==> src/hdl/dmsd_pkg.sv <==
// Purpose: Shared constants and types of the DRAM mode-setting decoder.
// Assumes: Setting fields are taken from address pins A12..A0 at load time.
// Notes:   Bit positions below are positions within a 13-bit setting register.
package dmsd_pkg;
	localparam int          AW              = 13;
	localparam int          LAT_W           = 5;
	localparam logic [12:0] MR_RESET        = 13'h0000;

	localparam logic [2:0]  BA_BURST_READ   = 3'h0;
	localparam logic [2:0]  BA_DRIVE_LAT    = 3'h1;
	localparam logic [2:0]  BA_WRITE_LAT    = 3'h2;
	localparam logic [2:0]  BA_CAL_READOUT  = 3'h3;

	localparam int          BR_BL_LO        = 0;
	localparam int          BR_BL_HI        = 1;
	localparam int          BR_CL_LO        = 4;
	localparam int          BR_CL_HI        = 6;
	localparam int          BR_PD_EXIT      = 12;
	localparam logic [1:0]  BL_FIXED8       = 2'h0;
	localparam logic [1:0]  BL_ON_FLY       = 2'h1;
	localparam logic [1:0]  BL_FIXED4       = 2'h2;

	localparam int          DL_LOCK_OFF     = 0;
	localparam int          DL_IMP0         = 1;
	localparam int          DL_IMP1         = 5;
	localparam int          DL_TERM0        = 2;
	localparam int          DL_TERM1        = 6;
	localparam int          DL_TERM2        = 9;
	localparam int          DL_AL_LO        = 3;
	localparam int          DL_AL_HI        = 4;
	localparam int          DL_WLEVEL       = 7;
	localparam int          DL_OUT_OFF      = 12;
	localparam logic [1:0]  AL_DISABLED     = 2'h0;
	localparam logic [1:0]  AL_CL_MINUS1    = 2'h1;
	localparam logic [1:0]  AL_CL_MINUS2    = 2'h2;

	localparam int          WL_CWL_LO       = 3;
	localparam int          WL_CWL_HI       = 5;
	localparam int          WL_WTERM_LO     = 9;
	localparam int          WL_WTERM_HI     = 10;

	localparam int          CR_LOC_LO       = 0;
	localparam int          CR_LOC_HI       = 1;
	localparam int          CR_PAT_EN       = 2;
	localparam logic [1:0]  LOC_FIXED_PAT   = 2'h0;

	localparam int          ADDR_AP         = 10;
	localparam int          ADDR_BC         = 12;
	localparam int          ADDR_NIBBLE     = 2;

	localparam logic [4:0]  CL_BASE         = 5'h04;
	localparam logic [4:0]  CWL_BASE        = 5'h05;
	localparam logic [3:0]  BEATS_FULL      = 4'h8;
	localparam logic [3:0]  BEATS_CHOP      = 4'h4;
	localparam logic [7:0]  SLOW_EXIT_CK    = 8'h0A;
	localparam logic [7:0]  FAST_EXIT_CK    = 8'h03;

	typedef enum logic [2:0] {
		CMD_NOP   = 3'b000,
		CMD_LOAD  = 3'b001,
		CMD_REF   = 3'b010,
		CMD_ACT   = 3'b011,
		CMD_READ  = 3'b100,
		CMD_WRITE = 3'b101,
		CMD_PRE   = 3'b110,
		CMD_ZQ    = 3'b111
	} dmsd_cmd_t;

	typedef enum logic [1:0] {
		PWR_ACTIVE  = 2'b00,
		PWR_DOWN    = 2'b01,
		PWR_SELFREF = 2'b10
	} dmsd_pwr_t;
endpackage

==> src/hdl/dmsd_sync.sv <==
// Purpose: Three-stage synchroniser with agreement filter for pin inputs.
// Assumes: Inputs are asynchronous to clk_i.
// Notes:   The output moves only when stages two and three agree.
module dmsd_sync #(
	parameter int W = 1
) (
	input  wire logic         clk_i,
	input  wire logic         rst_n_i,
	input  wire logic [W-1:0] d_i,
	output logic      [W-1:0] q_o
);
	typedef struct packed {
		logic [W-1:0] s1;
		logic [W-1:0] s2;
		logic [W-1:0] s3;
		logic [W-1:0] q;
	} dmsd_sync_st_t;

	dmsd_sync_st_t st_r;
	dmsd_sync_st_t st_nxt;

	always_comb begin
		st_nxt    = st_r;
		st_nxt.s1 = d_i;
		st_nxt.s2 = st_r.s1;
		st_nxt.s3 = st_r.s2;
		for (int i = 0; i < W; i++) begin
			if (st_r.s2[i] == st_r.s3[i]) begin
				st_nxt.q[i] = st_r.s3[i];
			end
		end
	end

	always_ff @(posedge clk_i or negedge rst_n_i) begin
		if (!rst_n_i) begin
			st_r <= '0;
		end else begin
			st_r <= st_nxt;
		end
	end

	assign q_o = st_r.q;
endmodule

==> src/hdl/dmsd_delay.sv <==
// Purpose: Latency line that releases each started command after N ticks.
// Assumes: lat_i is at least one; overlapping commands are allowed.
// Notes:   A command started with lat_i of N leaves on the Nth later tick.
module dmsd_delay #(
	parameter int DEPTH = 32,
	parameter int PW    = 1
) (
	input  wire logic                     clk_i,
	input  wire logic                     rst_n_i,
	input  wire logic                     tick_i,
	input  wire logic                     start_i,
	input  wire logic [$clog2(DEPTH)-1:0] lat_i,
	input  wire logic [PW-1:0]            pay_i,
	output logic                          done_o,
	output logic      [PW-1:0]            pay_o
);
	typedef struct packed {
		logic [DEPTH-1:0]         busy;
		logic [DEPTH-1:0][PW-1:0] pay;
		logic                     done;
		logic [PW-1:0]            out;
	} dmsd_delay_st_t;

	dmsd_delay_st_t st_r;
	dmsd_delay_st_t st_nxt;

	always_comb begin
		st_nxt      = st_r;
		st_nxt.done = 1'b0;
		if (tick_i) begin
			st_nxt.done = st_r.busy[0];
			st_nxt.out  = st_r.pay[0];
			st_nxt.busy = st_r.busy >> 1;
			st_nxt.pay  = st_r.pay >> PW;
			if (start_i) begin
				st_nxt.busy[lat_i - 1'b1] = 1'b1;
				st_nxt.pay[lat_i - 1'b1]  = pay_i;
			end
		end
	end

	always_ff @(posedge clk_i or negedge rst_n_i) begin
		if (!rst_n_i) begin
			st_r <= '0;
		end else begin
			st_r <= st_nxt;
		end
	end

	assign done_o = st_r.done;
	assign pay_o  = st_r.out;
endmodule

==> src/hdl/dmsd_top.sv <==
// Purpose: Mode-setting decode and mode behaviour of a double-data-rate DRAM.
// Assumes: All pins are asynchronous to ref_clk_i; the command clock is sampled.
// Notes:   Commands are taken at the filtered rising edge of the command clock.
//
// Functional notes
// - Exit bit zero freezes lock loop in powerdown.
// - Exit bit one keeps lock loop; fast exit.
// - Load with bank one writes drive settings.
// - Load with bank two writes write-latency settings.
// - Load with bank three writes calibration settings.
// - Lock loop stops in self-refresh, resumes after.
// - Writes need lock loop only with write termination.
// - Driver impedance from drive bits one and five.
// - Write termination applies even with nominal off.
// - Reads and writes held for posted latency.
// - Posted latency: zero, minus one, minus two, reserved.
// - Read latency is posted plus column latency.
// - Write latency is posted plus write column latency.
// - Output-off bit disconnects data and strobe drivers.
// - Write leveling offers only nominal termination.
// - Pattern mode redirects reads to pattern source.
// - Pattern mode allows only reads and loads; reset still works.
// - Autoclose read acts as plain read in pattern mode.
// - Location zero returns alternating zero-one pattern.
module dmsd_top
	import dmsd_pkg::*;
#(
	parameter logic [7:0] SLOW_EXIT = dmsd_pkg::SLOW_EXIT_CK,
	parameter logic [7:0] FAST_EXIT = dmsd_pkg::FAST_EXIT_CK
) (
	input  wire logic                  ref_clk_i,
	input  wire logic                  rst_n_i,
	input  wire logic                  ck_i,
	input  wire logic                  cke_i,
	input  wire logic                  cs_n_i,
	input  wire logic                  ras_n_i,
	input  wire logic                  cas_n_i,
	input  wire logic                  we_n_i,
	input  wire logic [2:0]            ba_i,
	input  wire logic [dmsd_pkg::AW-1:0] addr_i,
	input  wire logic                  term_ctl_i,
	input  wire logic                  dev_reset_n_i,
	output logic      [dmsd_pkg::AW-1:0] burst_read_o,
	output logic      [dmsd_pkg::AW-1:0] drive_lat_o,
	output logic      [dmsd_pkg::AW-1:0] write_lat_o,
	output logic      [dmsd_pkg::AW-1:0] cal_readout_o,
	output logic                       lock_run_o,
	output logic                       exit_wait_o,
	output logic      [1:0]            drive_imp_o,
	output logic      [2:0]            term_value_o,
	output logic                       term_active_o,
	output logic                       write_needs_lock_o,
	output logic      [4:0]            posted_latency_o,
	output logic      [4:0]            read_latency_o,
	output logic      [4:0]            write_latency_o,
	output logic                       array_read_o,
	output logic                       read_autoclose_o,
	output logic                       write_start_o,
	output logic                       cmd_refused_o,
	output logic      [15:0]           dq_o,
	output logic                       dq_oe_o,
	output logic                       dqs_oe_o
);
	import dmsd_pkg::*;

	localparam int PINS = 24;

	typedef struct packed {
		logic [AW-1:0] burst_read;
		logic [AW-1:0] drive_lat;
		logic [AW-1:0] write_lat;
		logic [AW-1:0] cal_readout;
		logic          ck_last;
		logic          cke_prev;
		dmsd_pwr_t     pwr;
		logic [7:0]    exit_cnt;
		logic          exit_wait;
		logic          lock_run;
		logic [1:0]    drive_imp;
		logic [2:0]    term_value;
		logic          term_active;
		logic          wr_lock;
		logic [4:0]    al;
		logic [4:0]    rl;
		logic [4:0]    wl;
		logic          array_read;
		logic          autoclose;
		logic          wr_start;
		logic          refused;
		logic [3:0]    beat;
		logic [3:0]    beats;
		logic [1:0]    loc;
		logic [15:0]   dq;
		logic          dq_oe;
		logic          writing;
	} dmsd_st_t;

	dmsd_st_t            st_r;
	dmsd_st_t            st_nxt;
	logic [1:0]          rst_sync_r;
	logic                rst_n;
	logic [PINS-1:0]     pins_q;
	logic                ck_f;
	logic                cke_f;
	logic                cs_n_f;
	logic                ras_n_f;
	logic                cas_n_f;
	logic                we_n_f;
	logic [2:0]          ba_f;
	logic [AW-1:0]       a_f;
	logic                term_f;
	logic                dreset_n_f;
	logic                ck_rise;
	logic                ck_edge;
	dmsd_cmd_t           cmd;
	logic                cmd_take;
	logic                rd_start;
	logic                wr_go;
	logic [4:0]          rd_pay;
	logic [4:0]          rd_out;
	logic                rd_done;
	logic                wr_done;
	logic [4:0]          cl;
	logic [4:0]          write_column_latency;

	////////////////////////////////////////////////////////////////////////////
	// Reset release and pin synchronisers.
	always_ff @(posedge ref_clk_i or negedge rst_n_i) begin
		if (!rst_n_i) begin
			rst_sync_r <= 2'b00;
		end else begin
			rst_sync_r <= {rst_sync_r[0], 1'b1};
		end
	end
	assign rst_n = rst_sync_r[1];

	dmsd_sync #(
		.W(PINS)
	) u_pins (
		.clk_i  (ref_clk_i),
		.rst_n_i(rst_n),
		.d_i    ({ck_i, cke_i, cs_n_i, ras_n_i, cas_n_i, we_n_i, ba_i, addr_i,
		          term_ctl_i, dev_reset_n_i}),
		.q_o    (pins_q)
	);

	assign {ck_f, cke_f, cs_n_f, ras_n_f, cas_n_f, we_n_f, ba_f, a_f, term_f,
	        dreset_n_f} = pins_q;
	assign ck_rise  = ck_f & ~st_r.ck_last;
	assign ck_edge  = ck_f ^ st_r.ck_last;

	////////////////////////////////////////////////////////////////////////////
	// Command decode and latency sums.
	always_comb begin
		if (cs_n_f) begin
			cmd = CMD_NOP;
		end else begin
			case ({ras_n_f, cas_n_f, we_n_f})
				3'b000:  cmd = CMD_LOAD;
				3'b001:  cmd = CMD_REF;
				3'b011:  cmd = CMD_ACT;
				3'b101:  cmd = CMD_READ;
				3'b100:  cmd = CMD_WRITE;
				3'b010:  cmd = CMD_PRE;
				3'b110:  cmd = CMD_ZQ;
				default: cmd = CMD_NOP;
			endcase
		end
	end

	assign cl  = CL_BASE + 5'(st_r.burst_read[BR_CL_HI:BR_CL_LO]);
	assign write_column_latency = CWL_BASE + 5'(st_r.write_lat[WL_CWL_HI:WL_CWL_LO]);

	// Commands count only while the clock enable was and is high.
	assign cmd_take = ck_rise & cke_f & st_r.cke_prev & (st_r.pwr == PWR_ACTIVE);
	assign rd_start = cmd_take & (cmd == CMD_READ) & (st_r.exit_cnt == 8'h00);
	assign wr_go    = cmd_take & (cmd == CMD_WRITE) & ~st_r.cal_readout[CR_PAT_EN]
	                  & (st_r.exit_cnt == 8'h00);

	always_comb begin
		rd_pay[0] = st_r.cal_readout[CR_PAT_EN];
		rd_pay[1] = a_f[ADDR_AP] & ~st_r.cal_readout[CR_PAT_EN];
		rd_pay[2] = (st_r.burst_read[BR_BL_HI:BR_BL_LO] == BL_FIXED4)
		            | ((st_r.burst_read[BR_BL_HI:BR_BL_LO] == BL_ON_FLY) & ~a_f[ADDR_BC]);
		rd_pay[4:3] = st_r.cal_readout[CR_LOC_HI:CR_LOC_LO];
	end

	dmsd_delay #(
		.DEPTH(32),
		.PW   (5)
	) u_rd_lat (
		.clk_i  (ref_clk_i),
		.rst_n_i(rst_n),
		.tick_i (ck_rise),
		.start_i(rd_start),
		.lat_i  (st_r.rl),
		.pay_i  (rd_pay),
		.done_o (rd_done),
		.pay_o  (rd_out)
	);

	dmsd_delay #(
		.DEPTH(32),
		.PW   (1)
	) u_wr_lat (
		.clk_i  (ref_clk_i),
		.rst_n_i(rst_n),
		.tick_i (ck_rise),
		.start_i(wr_go),
		.lat_i  (st_r.wl),
		.pay_i  (1'b0),
		.done_o (wr_done),
		.pay_o  ()
	);

	////////////////////////////////////////////////////////////////////////////
	// Next-state logic.
	always_comb begin
		st_nxt            = st_r;
		st_nxt.ck_last    = ck_f;
		st_nxt.array_read = 1'b0;
		st_nxt.autoclose  = 1'b0;
		st_nxt.wr_start   = 1'b0;
		st_nxt.refused    = 1'b0;

		if (ck_rise) begin
			st_nxt.cke_prev = cke_f;
			if (st_r.exit_cnt != 8'h00) begin
				st_nxt.exit_cnt = st_r.exit_cnt - 8'h01;
			end
		end

		// Power state follows clock enable transitions.
		if (ck_rise) begin
			case (st_r.pwr)
				PWR_ACTIVE: begin
					if (st_r.cke_prev & ~cke_f) begin
						if (st_r.cal_readout[CR_PAT_EN]) begin
							st_nxt.refused = 1'b1;
						end else if (!cs_n_f && cmd == CMD_REF) begin
							st_nxt.pwr = PWR_SELFREF;
						end else begin
							st_nxt.pwr = PWR_DOWN;
						end
					end
				end
				PWR_DOWN: begin
					if (cke_f) begin
						st_nxt.pwr      = PWR_ACTIVE;
						st_nxt.cke_prev = 1'b0;
						if (st_r.burst_read[BR_PD_EXIT]) begin
							st_nxt.exit_cnt = FAST_EXIT;
						end else begin
							st_nxt.exit_cnt = SLOW_EXIT;
						end
					end
				end
				PWR_SELFREF: begin
					if (cke_f) begin
						st_nxt.pwr      = PWR_ACTIVE;
						st_nxt.cke_prev = 1'b0;
					end
				end
				default: st_nxt.pwr = PWR_ACTIVE;
			endcase
		end

		// Setting loads; in pattern mode only reads and loads are taken.
		if (cmd_take) begin
			if (st_r.cal_readout[CR_PAT_EN] && cmd != CMD_READ && cmd != CMD_LOAD
			    && cmd != CMD_NOP) begin
				st_nxt.refused = 1'b1;
			end else if (cmd == CMD_LOAD) begin
				case (ba_f)
					BA_BURST_READ:  st_nxt.burst_read  = a_f;
					BA_DRIVE_LAT:   st_nxt.drive_lat   = a_f;
					BA_WRITE_LAT:   st_nxt.write_lat   = a_f;
					BA_CAL_READOUT: st_nxt.cal_readout = a_f;
					default:        st_nxt.refused     = 1'b0;
				endcase
			end
		end

		// Lock loop runs unless disabled, in self-refresh or in a slow-exit powerdown.
		st_nxt.lock_run = ~st_r.drive_lat[DL_LOCK_OFF] & (st_r.pwr != PWR_SELFREF)
		                  & ~((st_r.pwr == PWR_DOWN) & ~st_r.burst_read[BR_PD_EXIT]);

		st_nxt.drive_imp  = {st_r.drive_lat[DL_IMP1], st_r.drive_lat[DL_IMP0]};

		case (st_r.drive_lat[DL_AL_HI:DL_AL_LO])
			AL_DISABLED:  st_nxt.al = 5'h00;
			AL_CL_MINUS1: st_nxt.al = cl - 5'h01;
			AL_CL_MINUS2: st_nxt.al = cl - 5'h02;
			default:      st_nxt.al = 5'h00;
		endcase
		st_nxt.rl = st_r.al + cl;
		st_nxt.wl = st_r.al + write_column_latency;

		// Write termination is dropped during write leveling.
		st_nxt.wr_lock = (st_r.write_lat[WL_WTERM_HI:WL_WTERM_LO] != 2'h0)
		                 & ~st_r.drive_lat[DL_WLEVEL];
		if (wr_go) begin
			st_nxt.writing = 1'b1;
		end else if (wr_done) begin
			st_nxt.writing  = 1'b0;
			st_nxt.wr_start = 1'b1;
		end
		if (st_r.writing && st_r.wr_lock) begin
			st_nxt.term_value = {1'b0, st_r.write_lat[WL_WTERM_HI:WL_WTERM_LO]};
		end else begin
			st_nxt.term_value = {st_r.drive_lat[DL_TERM2], st_r.drive_lat[DL_TERM1],
			                     st_r.drive_lat[DL_TERM0]};
		end
		st_nxt.term_active = term_f & (st_nxt.term_value != 3'h0);

		// Read completion: array or pattern burst.
		if (rd_done) begin
			if (rd_out[0]) begin
				st_nxt.beat  = 4'h0;
				st_nxt.beats = rd_out[2] ? BEATS_CHOP : BEATS_FULL;
				st_nxt.loc   = rd_out[4:3];
				st_nxt.dq_oe = ~st_r.drive_lat[DL_OUT_OFF];
			end else begin
				st_nxt.array_read = 1'b1;
				st_nxt.autoclose  = rd_out[1];
			end
		end else if (st_r.beats != 4'h0 && ck_edge) begin
			st_nxt.dq = {16{(st_r.loc == LOC_FIXED_PAT) & st_r.beat[0]}};
			st_nxt.beat = st_r.beat + 4'h1;
			if (st_r.beat == st_r.beats) begin
				st_nxt.beats = 4'h0;
				st_nxt.dq_oe = 1'b0;
				st_nxt.dq    = 16'h0000;
			end
		end
		if (st_r.drive_lat[DL_OUT_OFF]) begin
			st_nxt.dq_oe = 1'b0;
		end

		// Device reset pin clears all settings, in pattern mode too.
		if (!dreset_n_f) begin
			st_nxt.burst_read  = MR_RESET;
			st_nxt.drive_lat   = MR_RESET;
			st_nxt.write_lat   = MR_RESET;
			st_nxt.cal_readout = MR_RESET;
			st_nxt.pwr         = PWR_ACTIVE;
			st_nxt.exit_cnt    = 8'h00;
			st_nxt.beats       = 4'h0;
			st_nxt.dq_oe       = 1'b0;
			st_nxt.writing     = 1'b0;
		end
		st_nxt.exit_wait = (st_nxt.exit_cnt != 8'h00);
	end

	always_ff @(posedge ref_clk_i or negedge rst_n) begin
		if (!rst_n) begin
			st_r <= '0;
		end else begin
			st_r <= st_nxt;
		end
	end

	////////////////////////////////////////////////////////////////////////////
	// Outputs, all taken from the state register.
	assign burst_read_o       = st_r.burst_read;
	assign drive_lat_o        = st_r.drive_lat;
	assign write_lat_o        = st_r.write_lat;
	assign cal_readout_o      = st_r.cal_readout;
	assign lock_run_o         = st_r.lock_run;
	assign exit_wait_o        = st_r.exit_wait;
	assign drive_imp_o        = st_r.drive_imp;
	assign term_value_o       = st_r.term_value;
	assign term_active_o      = st_r.term_active;
	assign write_needs_lock_o = st_r.wr_lock;
	assign posted_latency_o   = st_r.al;
	assign read_latency_o     = st_r.rl;
	assign write_latency_o    = st_r.wl;
	assign array_read_o       = st_r.array_read;
	assign read_autoclose_o   = st_r.autoclose;
	assign write_start_o      = st_r.wr_start;
	assign cmd_refused_o      = st_r.refused;
	assign dq_o               = st_r.dq;
	assign dq_oe_o            = st_r.dq_oe;
	assign dqs_oe_o           = st_r.dq_oe;
endmodule

==> config.mk <==
export PLATFORM = sky130hd
export DESIGN_NAME = dmsd_top
export DESIGN_NICKNAME = d
export VERILOG_FILES = /design/src/hdl/dmsd_pkg.sv /design/src/hdl/dmsd_sync.sv /design/src/hdl/dmsd_delay.sv /design/src/hdl/dmsd_top.sv
export SDC_FILE = /design/constraint.sdc
export NUM_CORES = 1
export LEC_CHECK = 0
export ABC_CLOCK_PERIOD_IN_PS = 19300
export BUFFER_PORTS_ARGS = -buffer_cell sky130_fd_sc_hd__buf_2
export CORE_MARGIN = 4
export CORE_UTILIZATION = 45
export DETAILED_ROUTE_END_ITERATION = 16
export PLACE_DENSITY = 0.63
export SLEW_MARGIN = 30
export SYNTH_ARGS = -nofsm -noshare
export SYNTH_HDL_FRONTEND = slang
export SYNTH_SLANG_ARGS = --single-unit
export TNS_END_PERCENT = 1
==> constraint.sdc <==
create_clock -name ref_clk_i -period 19.3 [get_ports ref_clk_i]
set_input_delay 3.86 -clock ref_clk_i [delete_from_list [all_inputs] [get_ports ref_clk_i]]
set_output_delay 3.86 -clock ref_clk_i [all_outputs]
set_load 0.005 [all_outputs]
-- Word level (Yosys, flattened, before mapping)
Index checks and enable logic that the tools add are counted.
- mux-type cells: 63
- bitwise logic cells: 34
- shifts and indexed selects: 0
- reduce and logical (&&, ||, !) cells: 32
- magnitude comparators: 4
- add/subtract/negate cells: 10
- $mul: 0
- eq/ne operators: 67
- div/mod/pow operators: 0
- operators with widths (operator ; count):
    52-bit two-way mux ; 4
    192-bit two-way mux ; 1
    160-bit bitwise mux ; 1
    64-bit two-way mux ; 1
    31-bit by 32-bit bitwise OR with 32-bit output ; 2
    13-bit two-way mux ; 4
    8-bit two-way mux ; 5
    31-bit by 32-bit AND with 32-bit output ; 1
    32-bit inverter ; 1
    5-bit demux with 5-bit select ; 1
    1-bit equality test ; 24
    11-bit two-way mux ; 2
    3-bit one-hot mux with 7 select lines ; 1
    10-bit two-way mux ; 2
    2-bit != test (second input constant) ; 10
    1-bit two-way mux ; 19
    1-bit AND ; 18
    17-bit two-way mux ; 1
    4-bit two-way mux ; 4
    4-bit AND reduction ; 4
    8-bit nonzero test ; 2
    3-bit by 2-bit equality test with 1-bit output (second input constant) ; 5
    3-bit equality test (second input constant) ; 5
    2-bit two-way mux ; 7
    other kinds (40) ; 85
- word-level logic and storage cells: 335
- ROM bits: 0
- RAM bits: 0
- bits in latches: 0
- memories: 0
- output and inout bits: 98
- register bits: 482
- input bits: 26

-- Longest topological paths before layout
Gate-level depths: netlist of run 1.
- depth after elaboration: 12
- gate-level depth with buffers: 10
- depth with buffers taken out: 7

-- Hierarchy
A second synthesis of run 1 with hierarchy kept.
- cell total of the unflattened synthesis: 2175
- area total of the unflattened synthesis: 20877.5 µm²
- modules (own cells, without submodules) (module ; sequential area each (µm²) ; area an instance (µm²) ; cells an instance ; times used):
    dmsd_delay (u_rd_lat) ; 4954.8 ; 9529.1 ; 1110 ; 1
    dmsd_top ; 2602.5 ; 5385.2 ; 569 ; 1
    dmsd_delay (u_wr_lat) ; 1651.6 ; 3110.5 ; 352 ; 1
    dmsd_sync ; 2402.3 ; 2852.7 ; 144 ; 1

-- Least setup slack after synthesis of run 1
Ideal clock, no wire load.
- path kind: register -> output
- start point: register dq_o[14] (netlist name)
- end point: output dq_o[0]
- cell stages (with the launch flop): 2
- path buffers: 1
- arrival time: 0.724 ns
- slack: 14.716 ns
- required time: 15.440 ns
- cell sequence: dfrtp_1 > buf_4
- RTL lines (element ; line ; text):
    to (decl) ; dmsd_top.sv:60 ; output logic [15:0] dq_o,

-- Worst setup path in the final report of run 1
- start point: register st_r (netlist bit read_latency_o[1])
- end point: output read_latency_o[1]
- RTL lines (element ; line ; text):
    from (decl) ; dmsd_top.sv:98 ; dmsd_st_t st_r;
    from (signal assigned) ; dmsd_top.sv:359 ; st_r <= st_nxt;
    to (decl) ; dmsd_top.sv:54 ; output logic [4:0] read_latency_o,
No word-level cell between the ends.

==> out/summary.txt, run 1 <==
Final Hold Viols = 0
Syn nets = 1,804
Fin cells = 2,322
DRT iter0 DRCs = 878
Worst Path Max Fanout = 17
Root buf cell = clkbuf_16
Die height = 215 um
Non-Filler Cell Area, Final = 21,300 um2
Largest net degree at the start of global routing = 251
Global-route usage over all layers = 17.4%
Max cap viols = 0
Crit end category = output pin
Die area = 46,000 um2
Placed inst area = 19,600 um2
Hold Path Class = register to async pin
Data required, critical path = 15,440 ps
Final wirelength = 39,700 um
Area Overhead vs Synth = 10.7%
Minimum clock period = 5580 ps
CP max-delay cell = dfrtp_1
Peak Freq = 179 MHz
Later-pin clock latency in the skew report = 550 ps
H-Tree Level Count = 2
Post-layout nets = 1,801
Run status = complete, no violations
CTS Buffer Depth = 3
Setup violations, final = 0
Vias in the first global route = 12,351
DRC = 0
Netlist area before placement = 19,200 um2
Placed Cells incl. Taps = 2,238
Setup Buffers After CTS = 0
Routed wire per std cell = 17.1 um
Top_reg_cell synth = dfrtp_1
Crit path kind = register to output pin
Worst path max stage delay = 930 ps
Final ANT Viol Nets = 0
Synth Warn # = 0
Hold-fix buffers at CTS = 0
Slew HR = 39.5%
Proportion of layout cells with a drive suffix above 1 = 15.5%
Total congestion overflow = 0
DR pass1 iterations = 5
Mapped Cells = 1,752
First-pass GRT wire length = 66,800 um
Async SR Flop Fraction = 100%
Die width = 215 um
Io pins = 124
Slew @ Worst Pin = 908 ps
Synth Register Bits = 431
Syn avg cell area = 11.0 um2
Worst Path Buf+Inv = 1
Setup Skew = 16.6 ps
Number of cell rows = 75
Routed via count = 12,486
Startpoint Class = register
Maximum vdd drop = 0.0734 mV
Worst-path cell chain = buf_2
Setup TNS Final = 0 ps
Crit path max-delay family = flip-flops
RSZ-0062 raised after global routing = false
Vias per inst = 5.38
Pleak = 9.21 nW
Netlist cell types = 73
Max-slew violations = 0
Final worst-path cycle share = 28.9%
Antenna violations before repair = 0
Post-CTS Resized = 0
Clk slew on worst S/H paths = 60 ps
TritonCTS buffer count = 45
# port buffers = 122
Core Area = 42,000 um2
RD Place Congestion = 0.803
HPWL after DPL = 25,700 um
CTS Sinks = 431
Power Dens Cells = 115 nW/um2
EDFF count, synth = 0
CP Data Arrival Time = 1720 ps
CTS tree = yes
Initial Util = 45.7%
Finished Core Util = 50.6%
Seq/Total Area, Yosys = 56.2%
Ant. Diodes = 0
-- sequential cells by signal (all words and copies together), names as in the netlist, 2 cells and up --
register / count
u_rd_lat.st_r: 192
u_pins.st_nxt: 48
write_latency_o: 5
cal_readout_o: 13
term_value_o: 3
drive_lat_o: 13
burst_read_o: 13
read_latency_o: 5
st_r: 21
u_pins.st_r: 24
u_pins.q_o: 24
write_lat_o: 13
u_rd_lat.pay_o: 5
posted_latency_o: 4
rst_sync_r: 2
u_wr_lat.st_r: 32
drive_imp_o: 2
-- cell usage after synthesis, drive strengths merged (7+ instances only) --
master / instances / share of area, %
dfrtp: 431 / 56
nor2: 170 / 3.3
buf: 121 / 4.3
o21ai: 114 / 3.0
a21oi: 113 / 2.9
mux2i: 107 / 5.6
nand2: 93 / 1.8
nand3: 79 / 2.1
clkbuf: 71 / 1.4
nor2b: 64 / 2.1
inv: 53 / 1.0
a221o: 36 / 1.9
nand2b: 25 / 0.81
a31oi: 24 / 0.78
ha: 24 / 1.6
maj3: 24 / 1.3
nor3: 21 / 1.2
o211ai: 20 / 0.78
nor4: 19 / 1.8
nand3b: 14 / 0.55
nand4: 14 / 0.57
xnor2: 12 / 0.55
and2: 10 / 0.33
mux2: 10 / 0.59
o31ai: 7 / 0.27
-- layout make-up --
type,instances,area (um2)
Multi-Input combinational cell,1076,7160
Clock inverter,20,292
Tap cell,539,674
Timing Repair Buffer,142,841
Sequential cell,431,10800
Inverter,53,199
Fill cell,3750,20800
Clock buffer,61,1310
-- worst paths after layout --
kind | start | to | slack, ps | cells after the start
hold reg to reg | rst_sync_r[1]$_DFF_PN0_ | posted_latency_o[1]$_DFF_PN0_ | 220 | 0
hold / removal | rst_sync_r[1]$_DFF_PN0_ | posted_latency_o[1]$_DFF_PN0_ | 220 | 0
setup / recovery | read_latency_o[1]$_DFF_PN0_ | read_latency_o[1] | 13720 | 1
max in group asynchronous | rst_n_i | rst_sync_r[1]$_DFF_PN0_ | 16110 | 1
setup reg to reg | st_r[67]$_DFF_PN0_ | u_rd_lat.st_r[153]$_DFFE_PN0P_ | 15930 | 7
min in group ref_clk_i | u_pins.st_nxt[60]$_DFF_PN0_ | u_pins.st_nxt[36]$_DFF_PN0_ | 350 | 0
-- per-stage QoR --
stage | setup slack [ps] | hold WS, ps | total power [mW]
detailed placement | 14280 | 335 | 1.55
global placement | 14320 | 332 | 1.53
finish | 13720 | 221 | 2.45
CTS | 13680 | 345 | 2.48
global route | 13650 | 250 | 2.59
floorplan | 6400 | 331 | 1.46
-- layout by cell type, fill, tap and decap left out, types with 14 or more instances in the layout --
cell type,synthesis,final
a31oi_1,24,24
nor2_1,170,170
buf_2,16,122
maj3_1,24,24
dfrtp_1,431,429
nand2_1,92,92
inv_1,52,52
o21ai_0,113,113
a21oi_1,113,113
clkbuf_16,0,46
nand3b_1,14,14
ha_1,24,23
nor2b_1,64,64
nand3_1,79,79
mux2i_1,107,107
nand2b_1,25,25
o211ai_1,20,20
nor4_4,14,15
a221o_1,36,36
-- kinds of logic after synthesis --
kind of cell	Yosys count	share of synthesized area, %
AO/OA/AOI/OAI	352	11.2
other	2	0.0391
adder cells (fa/ha/maj)	50	3.02
flip-flops	431	56.2
XOR/XNOR	16	0.730
AND/OR/NAND/NOR	539	15.9
multiplexers	117	6.16
buffers and inverters	245	6.75
-- where the power goes --
group | internal (mW) | switching, mW
logic | 0.159 | 0.221
registers | 1.05 | 0.100
clock network | 0.568 | 0.349
-- routing by layer --
layer | routed length [um] | global-route usage, % | up-vias
met1 | 18600 | 25.0 | 6131
li1 | - | - | 6034
met4 | 894 | 4.30 | 0
met3 | 1960 | 3.56 | 66
met2 | 18300 | 27.3 | 255
met5 | 0 | 0 | -
(Power assumes the default switching activity.)
==> run 2, diff against run 1 <==
--- a/config.mk
+++ b/config.mk
@@ -5,12 +5,12 @@
 export SDC_FILE = /design/constraint.sdc
 export NUM_CORES = 1
 export LEC_CHECK = 0
-export ABC_CLOCK_PERIOD_IN_PS = 19300
+export ABC_CLOCK_PERIOD_IN_PS = 4800
 export BUFFER_PORTS_ARGS = -buffer_cell sky130_fd_sc_hd__buf_2
 export CORE_MARGIN = 4
 export CORE_UTILIZATION = 45
 export DETAILED_ROUTE_END_ITERATION = 16
-export PLACE_DENSITY = 0.63
+export PLACE_DENSITY = 0.66
 export SLEW_MARGIN = 30
 export SYNTH_ARGS = -nofsm -noshare
 export SYNTH_HDL_FRONTEND = slang
==> constraint.sdc (replaced) <==
create_clock -name ref_clk_i -period 4.8 [get_ports ref_clk_i]
set_input_delay 0.96 -clock ref_clk_i [delete_from_list [all_inputs] [get_ports ref_clk_i]]
set_output_delay 0.96 -clock ref_clk_i [all_outputs]
set_load 0.005 [all_outputs]
==> run 2 against run 1 <==
Against the previous run:
- total power rose to 4.0 times the previous value
- clock skew increased by 18 ps
- die area is the same
- sequential share of layout area is essentially flat
- worst hold slack lost 69 ps
- setup slack got worse by 12000 ps
- count of clock-buffer cells in the layout up 8
- core utilization hardly changed
- critical path type is now register to register
- critical endpoint is now u_rd_lat.st_r[69]$_DFFE_PN0P_
==> out/summary.txt, run 2 (same netlist as run 1, synthesis figures left out) <==
Root buf cell = clkbuf_16
Initial Util = 45.7% (unchanged)
Number of cell rows = 75 (unchanged)
Setup Buffers After CTS = 0 (unchanged)
First-pass GRT wire length = 68,000 um (+1.8%)
TritonCTS buffer count = 47 (+4.4%)
Non-Filler Cell Area, Final = 21,200 um2 (about the same)
Maximum vdd drop = 0.312 mV (+330%)
CP Data Arrival Time = 3660 ps (+1940 ps)
Post-CTS Resized = 0 (unchanged)
HPWL after DPL = 26,600 um (+3.7%)
RD Place Congestion = 0.854 (+6.4%)
Post-layout nets = 1,804 (+0.17%)
Slew @ Worst Pin = 931 ps (+22.6 ps)
Power Dens Cells = 464 nW/um2 (+300%)
Placed inst area = 19,600 um2 (+0.33%)
Peak Freq = 308 MHz
Antenna violations before repair = 0 (unchanged)
DRT iter0 DRCs = 1,076 (+23%)
Finished Core Util = 50.5% (about the same)
Fin cells = 2,328 (+0.26%)
Die width = 215 um (unchanged)
Vias in the first global route = 12,757 (+3.3%)
Setup TNS Final = 0 ps (unchanged)
Pleak = 9.20 nW (about the same)
NetSw = 2.81 mW (+320%)
Area Overhead vs Synth = 10.7% (about the same)
DR pass1 iterations = 7 (+2)
Later-pin clock latency in the skew report = 600 ps (+50 ps)
Clk slew on worst S/H paths = 60 ps (about the same)
Setup Skew = 34.5 ps (+17.9 ps)
Die area = 46,000 um2 (unchanged)
CTS tree = yes
Max cap viols = 0 (unchanged)
Top reg by flops = u_rd_lat.st_r
Die height = 215 um (unchanged)
Crit path kind = register to register
Sequential power share = 47.5% (+0.4 points)
Setup WS post-layout = 1550 ps (-12,170 ps)
Worst path max stage delay = 820 ps (-110 ps)
Hold Path Class = input pin to async pin
Post-placement worst setup slack = 1600 ps (-12,690 ps)
Io pins = 124 (unchanged)
FF-to-FF setup slack = 1550 ps (-14,380 ps)
Setup violations, final = 0 (unchanged)
Final worst-path cycle share = 67.6%
Largest net degree at the start of global routing = 212 (-16%)
Worst Path Buf+Inv = 1 (unchanged)
Routed wire per std cell = 17.6 um (+3.1%)
Minimum clock period = 3250 ps
Worst-path cell chain = inv_1 > ha_4 > and4_1 > nand4_4 > or4_1 > mux2i_1 > a21oi_1
Core Area = 42,000 um2 (unchanged)
Slew HR = 38.0% (-1.5 points)
CTS Sinks = 431 (unchanged)
Final Hold Viols = 0 (unchanged)
Critical Path Start = st_r[67]$_DFF_PN0_
CP max-delay cell = or4_1
H-Tree Level Count = 2 (unchanged)
RSZ-0062 raised after global routing = false
Max-slew violations = 0 (unchanged)
Startpoint Class = register
Global-route usage over all layers = 17.8% (+0.43 points)
Register-to-Register Path Depth = 7 (unchanged)
Data required, critical path = 5220 ps (-10,220 ps)
Proportion of layout cells with a drive suffix above 1 = 15.4% (-0.11 points)
Fillers = 3,745 (-0.13%)
Crit path max-delay family = simple AND/OR/NAND/NOR gates
Final ANT Viol Nets = 0 (unchanged)
CTS Buffer Depth = 3 (unchanged)
# port buffers = 122 (unchanged)
Max reg flops = 192 (unchanged)
Placed Cells incl. Taps = 2,242 (+0.18%)
Crit end category = register
Routed via count = 12,680 (+1.6%)
R2R Path End = u_rd_lat.st_r[69]$_DFFE_PN0P_
Total power = 9.85 mW (+300%)
Hold-fix buffers at CTS = 0 (unchanged)
Ant. Diodes = 0 (unchanged)
Most common cell after layout, fill and taps aside = dfrtp_1
Final wirelength = 41,100 um (+3.3%)
Clk pwr share = 37.0% (-0.4 points)
Min Hold Slack = 152 ps (-68.7 ps)
Reg2reg start = st_r[67]$_DFF_PN0_
Sw frac = 28.6% (+1.2 points)
Worst Path Max Fanout = 45 (+28)
DRC = 0 (unchanged)
Total congestion overflow = 0 (unchanged)
Vias per inst = 5.45 (+1.3%)
Comb power frac = 15.6% (about the same)
Run status = complete, no violations
Internal = 7.04 mW (+290%)
Most frequent cells in the layout = 429 x dfrtp_1, 170 x nor2_1, 122 x buf_2
run 2: cell types whose count changed in the layout (fill, tap and decap cells not counted), moves of 2 or more:
| cell | before | now |
|---|---|---|
| buf_4 | 12 | 16 |
| clkinv_16 | 0 | 2 |
| bufinv_16 | 7 | 3 |
| buf_6 | 4 | 1 |
| clkinv_2 | 10 | 8 |
| clkbuf_1 | 5 | 11 |
run 2: layout make-up:
cell class | instances | area [um2] | area share, %
inverter | 53 | 199 | 0.936
multi-input combinational | 1076 | 7150 | 33.7
sequential | 431 | 10800 | 50.8
clock inverter | 17 | 231 | 1.09
timing repair buffer | 143 | 830 | 3.90
tap | 539 | 674 | 3.17
clock buffer | 69 | 1370 | 6.44
run 2: worst reg2reg max path, stage by stage, from the launching register on:
cell     delay (ps)
dfrtp_1         370
inv_1            90
ha_4            520
and4_1          490
nand4_4         490
or4_1           830
mux2i_1         200
a21oi_1          80
run 2: power groups by stage:
stage	Clock, mW	Sequential, mW	Combinational (mW)
6_report	3.64	4.68	1.53
5_1_grt	3.91	4.76	1.75
4_1_cts	3.75	4.68	1.54
3_5_place_dp	0	4.74	1.53
3_3_place_gp	0	4.73	1.47
2_1_floorplan	0	4.60	1.27
run 2: worst max path at each step:
stage | end | cells past startpoint
finish | u_rd_lat.st_r[69]$_DFFE_PN0P_ | 7
global route | u_rd_lat.st_r[69]$_DFFE_PN0P_ | 7
CTS | u_rd_lat.st_r[66]$_DFFE_PN0P_ | 7
detailed placement | u_rd_lat.st_r[69]$_DFFE_PN0P_ | 7
global placement | write_lat_o[1]$_DFFE_PN0P_ | 6
floorplan | array_read_o$_DFF_PN0_ | 0
run 2: routing by layer:
| metal | share of wire [%] | track usage [%] | up-vias |
|---|---|---|---|
| met5 | 0 | 0 | - |
| met4 | 2.4 | 4.95 | 0 |
| met3 | 5.6 | 3.73 | 74 |
| met2 | 47 | 28.8 | 302 |
| met1 | 45 | 24.7 | 6269 |
| li1 | - | - | 6035 |
==> run 3, diff against run 2 <==
--- a/config.mk
+++ b/config.mk
@@ -5,12 +5,13 @@
 export SDC_FILE = /design/constraint.sdc
 export NUM_CORES = 1
 export LEC_CHECK = 0
-export ABC_CLOCK_PERIOD_IN_PS = 4800
+export ABC_AREA = 1
+export ABC_CLOCK_PERIOD_IN_PS = 2900
 export BUFFER_PORTS_ARGS = -buffer_cell sky130_fd_sc_hd__buf_2
 export CORE_MARGIN = 4
 export CORE_UTILIZATION = 45
 export DETAILED_ROUTE_END_ITERATION = 16
-export PLACE_DENSITY = 0.66
+export PLACE_DENSITY = 0.65
 export SLEW_MARGIN = 30
 export SYNTH_ARGS = -nofsm -noshare
 export SYNTH_HDL_FRONTEND = slang
==> constraint.sdc (replaced) <==
create_clock -name ref_clk_i -period 2.9 [get_ports ref_clk_i]
set_input_delay 0.58 -clock ref_clk_i [delete_from_list [all_inputs] [get_ports ref_clk_i]]
set_output_delay 0.58 -clock ref_clk_i [all_outputs]
set_load 0.005 [all_outputs]
==> run 3 against run 2 <==
Against the previous run:
- maximum frequency rose by 37%
- sequential power increased by 56%
- sequential share of layout area down 2.1 points
- critical path type unchanged
- highest routed layer unchanged
==> out/summary.txt, run 3 <==
Vias in the first global route = 15,020 (+18%)
Hold-fix buffers at CTS = 1 (+1)
Post-placement worst setup slack = 569 ps (-1030 ps)
Ant. Diodes = 0 (unchanged)
EDFF count, synth = 0 (unchanged)
DRC = 0 (unchanged)
DR pass1 iterations = 5 (-2)
Final Hold Viols = 0 (unchanged)
Fillers = 4,017 (+7.3%)
Startpoint Class = register
Placed Cells incl. Taps = 2,916 (+30%)
Final ANT Viol Nets = 0 (unchanged)
Fin cells = 3,004 (+29%)
HPWL after DPL = 28,900 um (+8.5%)
Syn nets = 2,427 (+35%)
Maximum vdd drop = 0.629 mV (+100%)
Final worst-path cycle share = 81.6% (+14 points)
First-pass GRT wire length = 76,800 um (+13%)
Total congestion overflow = 0 (unchanged)
Proportion of layout cells with a drive suffix above 1 = 10.9% (-4.5 points)
Die width = 218 um (+1.4%)
Run status = complete, no violations
Power Dens Cells = 761 nW/um2 (+64%)
Routed via count = 15,292 (+21%)
CTS tree = yes
Clk slew on worst S/H paths = 60 ps (about the same)
Die height = 218 um (+1.4%)
Yosys top cell by area = dfrtp_1
Worst path max stage delay = 590 ps (-230 ps)
Netlist cell types = 38 (-48%)
Hold Path Class = input pin to register
Count leader, synth = nand2_1
Area Overhead vs Synth = 12.1%
DRT iter0 DRCs = 1,252 (+16%)
Pleak = 11.2 nW (+22%)
Initial Util = 45.7% (about the same)
Synth Register Bits = 431 (unchanged)
RSZ-0062 raised after global routing = false
Setup Buffers After CTS = 0 (unchanged)
Final wirelength = 45,700 um (+11%)
CP max-delay cell = nor2_2
Core Area = 43,300 um2 (+2.9%)
Routed wire per std cell = 15.2 um (-14%)
Minimum clock period = 2370 ps (-880 ps)
CP Data Arrival Time = 2880 ps (-780 ps)
# port buffers = 122 (unchanged)
Top cells by count, synth = 664 x nand2_1, 431 x dfrtp_1, 292 x nand3_1
Slew @ Worst Pin = 688 ps (-243 ps)
Synth Warn # = 0 (unchanged)
Setup violations, final = 0 (unchanged)
Max-slew violations = 0 (unchanged)
Post-layout nets = 2,433 (+35%)
Netlist area before placement = 19,800 um2 (+3.0%)
Io pins = 124 (unchanged)
Peak Freq = 423 MHz (+37%)
Global-route usage over all layers = 19.5% (+1.7 points)
Max reg flops = 192 (unchanged)
TritonCTS buffer count = 46 (-2.1%)
Register area = 10,800 um2 (about the same)
Vias per inst = 5.09 (-6.5%)
Post-CTS Resized = 0 (unchanged)
Max cap viols = 0 (unchanged)
Most common cell after layout, fill and taps aside = nand2_1
CTS Sinks = 431 (unchanged)
Top cells by area, synth = dfrtp_1 55%, nand2_1 13%, nand3_1 7.4%, inv_1 4.2%, nor2_1 3.7%
Async SR Flop Fraction = 100% (unchanged)
Data required, critical path = 3410 ps (-1810 ps)
Crit end category = register
Setup WS post-layout = 534 ps (-1020 ps)
Later-pin clock latency in the skew report = 590 ps (about the same)
Most frequent cells in the layout = 664 x nand2_1, 430 x dfrtp_1, 292 x nand3_1
Setup Skew = 20.8 ps (-13.8 ps)
Top reg by flops = u_rd_lat.st_r
H-Tree Level Count = 2 (unchanged)
Crit path max-delay family = simple AND/OR/NAND/NOR gates
Syn avg cell area = 8.32 um2 (-24%)
Seq/Total Area, Yosys = 54.6% (-1.6 points)
Worst Path Max Fanout = 16 (-64%)
Largest net degree at the start of global routing = 231 (+9.0%)
Root buf cell = clkbuf_16
Number of cell rows = 76 (+1.3%)
Die area = 47,300 um2 (+2.8%)
Slew HR = 54.1% (+16 points)
Worst Path Buf+Inv = 1 (unchanged)
Area of the multi-input gates = 7000 um2 (-2.2%)
Mapped Cells = 2,375 (+36%)
RD Place Congestion = 0.845 (-1.1%)
CTS Buffer Depth = 3 (unchanged)
Antenna violations before repair = 0 (unchanged)
Top_reg_cell synth = dfrtp_1
Worst-path cell chain = inv_1 > ha_1 > nand3_1 > nor2_2 > nand4_1 > nor2_2 > nand3_1 > a21oi_1
Crit path kind = register to register
Top-area cell type share of the netlist area = 54.6% (-1.6 points)
==> run 3: cell count changes after synthesis, sizes merged, moves of 21 or more <==
| cell | before | now |
|---|---|---|
| nand2b | 25 | 0 |
| a221o | 36 | 0 |
| o21ai | 114 | 135 |
| nor2 | 170 | 201 |
| a31oi | 24 | 0 |
| mux2i | 107 | 0 |
| nor2b | 64 | 0 |
| nand2 | 93 | 666 |
| nand3 | 79 | 292 |
| inv | 53 | 222 |
==> run 3: power by group <==
part / switching [mW] / total [mW] / leakage, nW / internal [mW]
logic: 2.12 / 3.05 / 4.94 / 0.922
registers: 0.579 / 7.32 / 5.42 / 6.74
clock network: 2.51 / 6.49 / 0.836 / 3.98
total: 5.21 / 16.9 / 11.2 / 11.6
==> run 3: worst paths after layout <==
kind                                             startpoint                             to  slack (ps)  depth (start not counted)
worst max-delay path                     st_r[56]$_DFF_PN0_  u_wr_lat.st_r[48]$_DFFE_PN0P_         530                          8
worst min-delay path                                cas_n_i    u_pins.st_nxt[67]$_DFF_PN0_          90                          1
worst max register to register           st_r[56]$_DFF_PN0_  u_wr_lat.st_r[48]$_DFFE_PN0P_         530                          8
worst min register to register  u_pins.st_nxt[64]$_DFF_PN0_    u_pins.st_nxt[40]$_DFF_PN0_         340                          0
max in group asynchronous           rst_sync_r[1]$_DFF_PN0_     u_pins.q_o[21]$_DFFE_PN0N_        1600                          1
min in group asynchronous                           rst_n_i        rst_sync_r[1]$_DFF_PN0_         310                          2
==> run 3: routing by layer <==
| metal | vias up | routed length [um] | track usage (%) |
|---|---|---|---|
| met5 | - | 0 | 0 |
| met4 | 0 | 941 | 5.47 |
| met3 | 69 | 2460 | 3.59 |
| met2 | 344 | 21500 | 31.8 |
| met1 | 7413 | 20800 | 27.0 |
| li1 | 7466 | - | - |
==> run 3: kinds of logic (layout without fill, tap and decap cells) <==
kind of cell    after synthesis  after routing  share of synthesized area, %
simple gates               1192           1192                          25.1
xor+xnor                      7              7                         0.310
fa+ha+maj                    50             50                          2.94
flops                       431            431                          54.6
buf+inv                     432            476                          10.3
other cells                   2              2                        0.0380
compound gates              261            261                          6.77
==> run 3: through the flow <==
step	power [mW]	hold WS, ps	cell area, um2	setup TNS (ps)	util [%]
after floorplan	9.57	284	19800	-567490	-
after global placement	10.4	333	20400	0	47.2
after detailed placement	10.4	335	20400	0	47.2
after CTS	17.0	64.3	22100	0	51.2
after global routing	17.7	72.5	22200	0	51.2
final	16.9	92.4	22200	0	51.2
==> run 3: final cells by class <==
cell class                 count  share of cell area (%)
sequential                   431                    48.7
multi-input combinational   1512                    31.6
clock buffer                  61                    5.85
timing repair buffer         164                    4.96
inverter                     226                    3.84
tap                          585                    3.30
clock inverter                25                    1.81
